<file path="src/press_regs.svh">
// Purpose: Constants for the press stroke sequencer.
// Assumes: One 125 MHz clock; inputs arrive asynchronously from machine pins.
// Notes:   Definitions only.
`ifndef PRESS_REGS_SVH
`define PRESS_REGS_SVH

// Depth of the input synchroniser chain.
`define SYNC_STAGES   2
// Reset value of all actuator outputs.
`define OUT_RESET     1'b0

`endif

</file>
<file path="src/press_pkg.sv">
// Purpose: Types shared by the press stroke sequencer files.
// Assumes: Included after press_regs.svh.
// Notes:   Inputs and outputs travel as packed structs.
package press_pkg;

    // Operator and machine inputs, one bit each.
    typedef struct packed {
        logic emergency_stop_ok;
        logic optical_sensor_ok;
        logic run_mode;
        logic top_of_stroke;
        logic bottom_of_stroke;
        logic manual_reset_input;
        logic two_hand_cycle_start;
        logic part_in_place;
        logic sequential_stop_input;
        logic press_mute_sensor_input;
        logic foot_switch_input;
    } press_in_s;

    // Actuator outputs.
    typedef struct packed {
        logic up_stroke_output;
        logic down_stroke_output;
        logic high_pressure_output;
        logic low_pressure_output;
    } press_out_s;

    // Sequencer states.
    typedef enum logic [3:0] {
        ST_IDLE,
        ST_ARMED,
        ST_DOWN,
        ST_DOWN_HOLD,
        ST_SEQ_STOP,
        ST_DOWN_HIGH,
        ST_BOTTOM,
        ST_UP,
        ST_DONE,
        ST_FAULT
    } seq_state_e;

endpackage

</file>
<file path="src/input_sync.sv">
// Purpose: Two-stage synchroniser for a bus of pin inputs.
// Assumes: Inputs are static levels from outside the clock domain.
// Notes:   The first stage is read only by the second stage.
`timescale 1ns/1ns
`include "press_regs.svh"
module input_sync #(
    parameter int WIDTH = 11
) (
    // Clock and reset.
    input  wire logic             clk,
    input  wire logic             rst,
    // Raw and synchronised levels.
    input  wire logic [WIDTH-1:0] raw,
    output logic      [WIDTH-1:0] synced
);

    logic [WIDTH-1:0] meta_reg;

    // Two flip-flops per bit; reset clears both stages.
    always_ff @(posedge clk) begin
        if (rst) begin
            meta_reg <= '0;
            synced   <= '0;
        end else begin
            meta_reg <= raw;
            synced   <= meta_reg;
        end
    end

endmodule // input_sync

</file>
<file path="src/press_stroke_sequencer.sv">
// Purpose: Stroke sequencer for a hydraulic or pneumatic press.
// Assumes: All inputs are asynchronous levels, active high when asserted or healthy.
// Notes:   Outputs are registered; each change lands one scan after the synchronised input.
// Notes on behaviour
// - Safeties, top of stroke and run on: manual reset enables, low pressure on.
// - Enabled with part in place: cycle start turns down stroke on.
// - Top released, stop and mute sensor both on: down and low off, high on.
// - After stop, cycle start released, foot switch restarts the down stroke.
// - Bottom of stroke: down and high off, low pressure back on.
// - After bottom, foot switch released, cycle start turns up stroke on.
// - Top of stroke during up stroke turns up stroke off, cycle ends.
// - Start released then reasserted in down stroke keeps the down stroke going.
// - Start released mid down, then reset and start gives an up stroke.
// - Safety lost in stroke: release start, cycle reset, next start goes up.
`timescale 1ns/1ns
`include "press_regs.svh"
module press_stroke_sequencer (
    // Clock and reset.
    input  wire logic                 clk,
    input  wire logic                 rst,
    // Machine and operator inputs.
    input  wire press_pkg::press_in_s pins_in,
    // Actuator outputs.
    output press_pkg::press_out_s     pins_out,
    // Sequencer enabled indication.
    output logic                      enabled
);

    press_pkg::press_in_s  in_s;
    press_pkg::press_in_s  prev_reg;
    press_pkg::seq_state_e state_reg;
    press_pkg::seq_state_e state_next;
    press_pkg::press_out_s out_next;
    logic                  start_dropped_reg;
    logic                  start_dropped_next;
    logic                  part_cycled_reg;
    logic                  part_cycled_next;
    logic                  optic_broken_reg;
    logic                  optic_broken_next;

    // Every pin passes two flip-flops before logic reads it.
    input_sync #(
        .WIDTH ($bits(press_pkg::press_in_s))
    ) u_sync (
        .clk    (clk),
        .rst    (rst),
        .raw    (pins_in),
        .synced (in_s)
    );

    // Decoded conditions.
    wire safe_ok     = in_s.emergency_stop_ok & in_s.optical_sensor_ok;
    wire reset_rise  = in_s.manual_reset_input & ~prev_reg.manual_reset_input;
    wire start_rise  = in_s.two_hand_cycle_start & ~prev_reg.two_hand_cycle_start;
    wire part_fall   = ~in_s.part_in_place & prev_reg.part_in_place;
    wire optic_fall  = ~in_s.optical_sensor_ok & prev_reg.optical_sensor_ok;
    wire stopping    = in_s.sequential_stop_input & in_s.press_mute_sensor_input;
    wire in_stroke   = (state_reg == press_pkg::ST_DOWN) || (state_reg == press_pkg::ST_DOWN_HOLD) ||
                       (state_reg == press_pkg::ST_DOWN_HIGH) || (state_reg == press_pkg::ST_UP) ||
                       (state_reg == press_pkg::ST_SEQ_STOP) || (state_reg == press_pkg::ST_BOTTOM);
    wire rearm_ok    = safe_ok & in_s.top_of_stroke & in_s.run_mode;

    // Next state and next output values.
    always_comb begin
        state_next         = state_reg;
        out_next           = pins_out;
        start_dropped_next = start_dropped_reg;
        part_cycled_next   = part_cycled_reg | (optic_broken_reg & part_fall);
        optic_broken_next  = optic_broken_reg | optic_fall;
        if (in_stroke && !safe_ok) begin
            state_next                  = press_pkg::ST_FAULT;
            out_next.up_stroke_output   = 1'b0;
            out_next.down_stroke_output = 1'b0;
            out_next.high_pressure_output = 1'b0;
            start_dropped_next          = 1'b0;
        end else begin
            unique case (state_reg)
                press_pkg::ST_IDLE: begin
                    if (reset_rise && rearm_ok) begin
                        state_next                   = press_pkg::ST_ARMED;
                        out_next.low_pressure_output = 1'b1;
                    end
                end
                press_pkg::ST_ARMED: begin
                    if (start_rise && in_s.part_in_place && safe_ok) begin
                        state_next                  = press_pkg::ST_DOWN;
                        out_next.down_stroke_output = 1'b1;
                        start_dropped_next          = 1'b0;
                    end
                end
                press_pkg::ST_DOWN, press_pkg::ST_DOWN_HOLD: begin
                    if (!in_s.two_hand_cycle_start) begin
                        start_dropped_next = 1'b1;
                    end
                    if (!in_s.top_of_stroke && stopping) begin
                        state_next                    = press_pkg::ST_SEQ_STOP;
                        out_next.down_stroke_output   = 1'b0;
                        out_next.low_pressure_output  = 1'b0;
                        out_next.high_pressure_output = 1'b1;
                    end else if (in_s.bottom_of_stroke) begin
                        state_next                  = press_pkg::ST_BOTTOM;
                        out_next.down_stroke_output = 1'b0;
                    end else if (start_dropped_reg && reset_rise) begin
                        state_next = press_pkg::ST_DOWN_HOLD;
                    end else if (state_reg == press_pkg::ST_DOWN_HOLD && start_rise) begin
                        state_next                  = press_pkg::ST_UP;
                        out_next.down_stroke_output = 1'b0;
                        out_next.up_stroke_output   = 1'b1;
                    end
                end
                press_pkg::ST_SEQ_STOP: begin
                    if (!in_s.two_hand_cycle_start && in_s.foot_switch_input) begin
                        state_next                  = press_pkg::ST_DOWN_HIGH;
                        out_next.down_stroke_output = 1'b1;
                    end
                end
                press_pkg::ST_DOWN_HIGH: begin
                    if (in_s.bottom_of_stroke) begin
                        state_next                    = press_pkg::ST_BOTTOM;
                        out_next.down_stroke_output   = 1'b0;
                        out_next.high_pressure_output = 1'b0;
                        out_next.low_pressure_output  = 1'b1;
                    end
                end
                press_pkg::ST_BOTTOM: begin
                    if (!in_s.foot_switch_input && start_rise) begin
                        state_next                = press_pkg::ST_UP;
                        out_next.up_stroke_output = 1'b1;
                    end
                end
                press_pkg::ST_UP: begin
                    if (in_s.top_of_stroke) begin
                        state_next                = press_pkg::ST_DONE;
                        out_next.up_stroke_output = 1'b0;
                        optic_broken_next         = 1'b0;
                        part_cycled_next          = 1'b0;
                    end
                end
                press_pkg::ST_DONE: begin
                    // Next cycle once the operator has done the rearm ritual.
                    if (part_cycled_reg && in_s.optical_sensor_ok && in_s.part_in_place &&
                        !in_s.two_hand_cycle_start) begin
                        state_next = press_pkg::ST_ARMED;
                    end
                end
                press_pkg::ST_FAULT: begin
                    // The start edge is tested first, since a start edge also means start is high.
                    if (start_dropped_reg && start_rise && safe_ok) begin
                        state_next                = press_pkg::ST_UP;
                        out_next.up_stroke_output = 1'b1;
                    end else if (in_s.two_hand_cycle_start) begin
                        start_dropped_next = 1'b0;
                    end else if (reset_rise && safe_ok) begin
                        start_dropped_next = 1'b1;
                    end
                end
            endcase
        end
    end

    // State, outputs and edge history.
    always_ff @(posedge clk) begin
        if (rst) begin
            state_reg         <= press_pkg::ST_IDLE;
            pins_out          <= '0;
            prev_reg          <= '0;
            start_dropped_reg <= 1'b0;
            part_cycled_reg   <= 1'b0;
            optic_broken_reg  <= 1'b0;
        end else begin
            state_reg         <= state_next;
            pins_out          <= out_next;
            prev_reg          <= in_s;
            start_dropped_reg <= start_dropped_next;
            part_cycled_reg   <= part_cycled_next;
            optic_broken_reg  <= optic_broken_next;
        end
    end

    assign enabled = (state_reg != press_pkg::ST_IDLE) && (state_reg != press_pkg::ST_FAULT);

    // Stroke outputs never both on.
    chk_stroke_exclusive: assert property (@(posedge clk) disable iff (rst)
        !(pins_out.up_stroke_output && pins_out.down_stroke_output))
        else $error("up and down stroke both on");

    // Safety loss mid stroke drops both strokes next scan.
    chk_safety_drop: assert property (@(posedge clk) disable iff (rst)
        (in_stroke && !safe_ok) |=> !pins_out.up_stroke_output && !pins_out.down_stroke_output)
        else $error("stroke output held after safety loss");

    // Reset edge with safeties arms and lights low pressure.
    chk_arm_low: assert property (@(posedge clk) disable iff (rst)
        (state_reg == press_pkg::ST_IDLE && reset_rise && rearm_ok) |=> pins_out.low_pressure_output && enabled)
        else $error("arm did not raise low pressure");

    // Start with part turns the down stroke on.
    chk_down_start: assert property (@(posedge clk) disable iff (rst)
        (state_reg == press_pkg::ST_ARMED && start_rise && in_s.part_in_place && safe_ok)
        |=> pins_out.down_stroke_output)
        else $error("down stroke not started");

    // Sequential stop swaps pressure.
    chk_seq_stop: assert property (@(posedge clk) disable iff (rst)
        $rose(pins_out.high_pressure_output) |-> !pins_out.down_stroke_output && !pins_out.low_pressure_output)
        else $error("sequential stop outputs wrong");

    // Bottom of stroke stops the down stroke.
    chk_bottom_stop: assert property (@(posedge clk) disable iff (rst)
        (state_reg == press_pkg::ST_DOWN_HIGH && in_s.bottom_of_stroke && safe_ok)
        |=> !pins_out.down_stroke_output && !pins_out.high_pressure_output && pins_out.low_pressure_output)
        else $error("bottom did not stop down stroke");

    // Top of stroke ends the up stroke.
    chk_top_end: assert property (@(posedge clk) disable iff (rst)
        (state_reg == press_pkg::ST_UP && in_s.top_of_stroke && safe_ok) |=> !pins_out.up_stroke_output)
        else $error("up stroke not ended at top");

    // Up stroke only rises on a cycle start edge.
    chk_up_cause: assert property (@(posedge clk) disable iff (rst)
        $rose(pins_out.up_stroke_output) |-> $past(start_rise))
        else $error("up stroke without cycle start");

    // Start reasserted in a plain down stroke keeps going down.
    chk_down_keep: assert property (@(posedge clk) disable iff (rst)
        (state_reg == press_pkg::ST_DOWN && start_rise && safe_ok && !in_s.bottom_of_stroke && !stopping)
        |=> pins_out.down_stroke_output)
        else $error("down stroke reversed");

    // Foot switch after stop resumes the down stroke.
    chk_foot_resume: assert property (@(posedge clk) disable iff (rst)
        (state_reg == press_pkg::ST_SEQ_STOP && safe_ok && !in_s.two_hand_cycle_start && in_s.foot_switch_input)
        |=> pins_out.down_stroke_output)
        else $error("foot switch did not resume");

    // A fresh start after the reset edge in fault recovers with an up stroke.
    chk_fault_recover: assert property (@(posedge clk) disable iff (rst)
        (state_reg == press_pkg::ST_FAULT && start_dropped_reg && start_rise && safe_ok)
        |=> pins_out.up_stroke_output && !pins_out.down_stroke_output)
        else $error("fault recovery did not go up");

endmodule // press_stroke_sequencer

</file>
<file path="config.mk">
export PLATFORM = sky130hd
export DESIGN_NAME = press_stroke_sequencer
export DESIGN_NICKNAME = d
export VERILOG_FILES = /design/src/press_pkg.sv /design/src/input_sync.sv /design/src/press_stroke_sequencer.sv
export VERILOG_INCLUDE_DIRS = /design/src
export SDC_FILE = /design/constraint.sdc
export NUM_CORES = 1
export LEC_CHECK = 0
export BUFFER_PORTS_ARGS = -buffer_cell sky130_fd_sc_hd__buf_2
export CAP_MARGIN = 20
export CORE_ASPECT_RATIO = 0.75
export CORE_MARGIN = 2
export CORE_UTILIZATION = 30
export CTS_BUF_LIST = sky130_fd_sc_hd__clkbuf_16
export CTS_CLUSTER_SIZE = 30
export DETAILED_ROUTE_END_ITERATION = 8
export PLACE_DENSITY_LB_ADDON = 0.05
export SLEW_MARGIN = 20
export SYNTH_ARGS = -nofsm -noshare
export SYNTH_HDL_FRONTEND = slang
export SYNTH_HIERARCHICAL = 1
export SYNTH_SLANG_ARGS = --single-unit
</file>
<file path="constraint.sdc">
create_clock -name clk -period 2.7 [get_ports clk]
set_input_delay 0.405 -clock clk [delete_from_list [all_inputs] [get_ports clk]]
set_output_delay 0.405 -clock clk [all_outputs]
set_load 0.02 [all_outputs]
</file>
==> flow_summary.ini <==
[outcome]
status = finished, final reports clean

[critical_path]
end_kind = flop
required_ps = 2860
path_max_fanout = 13
ff2ff_path_depth = 5
r2r-end = state_reg[0]
timing.setup.critical_path_class = reg -> reg
cp-start-kind = flop
r2r_start = state_reg[1]
r2r_slack_ps = 670
crit_arrival_ps = 2180

[drt]
first_pass_iters = 4
drt_wl_total_mm = 3.520
drtIter0Drc = 90
num_vias = 1287
ant_nets = 0
wl_per_cell_um = 13.04
via_per_inst = 4.767
drc = 0

[sta]
period_minus_slack_ps = 2028
finalMaxSlewViolations = 0
hold_viol_final = 0
fin_ws_ps = 672.4
final.period_utilization_pct = 75.10
worst_pin_slew_ps = 601.5
setup-tns-final_ps = 0
setup_viol = 0
slew_headroom_pct = 59.59
fmax_ghz = 0.4932
rsz0062_at_grt = false
fin_skew_ps = 7.372

[placed_design]
place.gp.congestion = 0.9196
dp_slack_ps = 721.1
hpwl_mm = 2.635
numPortBuffers = 17
dpl_cell_area_mm2 = 0.001819

[floorplan]
io_pins = 18
num_rows = 23
coreArea_mm2 = 0.005381
start_util_pct = 31.20
die_area_mm2 = 0.006218
die_x_um = 90.39
die_h_um = 68.79

[layout]
fin_util_pct = 36.83
layout_common_cells = dfxtp_1, buf_2, nor2b_2
drive_gt1_share_pct = 25.13
antenna_cells = 0
final_common_cell = dfxtp_1
num-nets-final = 207
final_area_mm2 = 0.001982
syn_to_final_growth_pct = 18.03
filler_cell_count = 560

[hold_path]
worstHoldEndpoint = u_sync/meta_reg[5]
hold_depth = 2
hold_class = in -> reg
hold_start = pins_in[5]

[power]
power_frac_clock_pct = 50.5
powerDensity_mw_per_mm2 = 630.6
peakVddDrop_mv = 0.2712
power_frac_comb_pct = 3.7
power_switching_uw = 232.9
swShare_pct = 18.63
power_frac_seq_pct = 45.9
intPower_mw = 1.017
p_leak_nw = 0.7689

[flow_run]
drv_cap = 0

[clocking]
cts_resized = 0
cts_buffers = 5
cts_root_buffer = clkbuf_16
post_cts_buffers = 0
clk_latency_ps = 270
clock_path_buffers = 2
cts_tree = yes
clkTransAtPathRegs_ps = 50
cts_sinks = 37
h-tree-depth = 2
holdBufCountCts = 0

[synthesis]
synth_edf_count = 0
synthArstFlopShare_pct = 0
syn_inst = 176
synth.ff_latch_count = 37
synth_ff_type = dfxtp_1
avgSynthCellArea_um2 = 9.540
syn-num-nets = 189
ys.warnings.count = 6
synth_seq_area_share_pct = 44.11
synth_cell_types = 47
syn_area_mm2 = 0.001679

[grt]
antenna_found_initial = 0
grt_remaining_overflow = 0
track_usage_pct = 12.29
grt_max_degree = 23
grt_pass1_wl_mm = 5.940
grt_pass1_vias = 1280
-- per-stage QoR --
stage / power [mW] / cells / hold slack (ps)
2_1_floorplan: 0.6164 / 176 / 410.9
4_1_cts: 1.271 / 270 / 337.0
6_report: 1.250 / 270 / 343.1
3_3_place_gp: 0.6317 / 262 / 421.0
5_1_grt: 1.298 / 270 / 339.5
3_5_place_dp: 0.6316 / 262 / 422.3
-- Yosys cell counts (3+ instances only) --
master,n,area (µm²)
nand2_1,8,30.03
nand3b_1,3,22.52
inv_1,5,18.77
mux2i_1,3,30.03
nor2_1,14,52.55
dfxtp_1,37,740.7
nand3_1,5,25.02
buf_6,3,33.78
a21o_1,3,22.52
o21ai_0,8,40.04
nor3_1,6,30.03
nor2b_2,15,131.4
clkbuf_1,3,11.26
a21oi_1,12,60.06
nor2b_1,13,81.33
-- power groups by stage --
stage / Sequential (mW) / Combinational, mW / Clock, mW
after global placement: 0.585 / 0.0462 / 0
after CTS: 0.573 / 0.0466 / 0.651
after detailed placement: 0.585 / 0.0463 / 0
after floorplan: 0.582 / 0.0341 / 0
after global routing: 0.575 / 0.0513 / 0.672
final: 0.573 / 0.0456 / 0.631
-- worst max-delay path, cell delays in order (launching register included) --
cell       delay (ps)
dfxtp_1           590
nand2b_1          210
nor4b_1           560
a311oi_2           80
o2111ai_2         140
mux2_4            330
-- kinds of logic after synthesis --
logic type	Yosys count	share of synthesized area, %
and+or+nand+nor	80	29.43
AOI/OAI and AO/OA	41	19.00
DFF	37	44.11
buffers and inverters	14	4.769
muxes	4	2.682
-- worst max path at each step --
stage	start	to	slack (ps)	depth (start not counted)
global placement	state_reg[0]	state_reg[0]	680	6
global route	state_reg[1]	state_reg[0]	500	5
CTS	state_reg[3]	state_reg[0]	710	5
floorplan	state_reg[3]	enabled	1030	3
finish	state_reg[1]	state_reg[0]	670	5
detailed placement	state_reg[3]	state_reg[0]	720	5
-- metal layers --
layer  part of all wire (%)  up-vias  track usage (%)
met4                   0.85        0            5.769
met3                    5.1        2            3.587
met1                     49      601            15.10
li1                       -      650                -
met2                     45       34            20.39
met5                      0        -                0
-- cell type report --
type	instances	area [µm²]	area share, %
Timing Repair Buffer	20	107.6	5.429
Multi-Input combinational cell	125	858.3	43.31
Clock buffer	5	125.1	6.313
Tap cell	75	93.84	4.735
Inverter	5	18.77	0.9470
Clock inverter	3	37.54	1.894
Sequential cell	37	740.7	37.37
No activity file was read; power rests on OpenSTA's default activity.
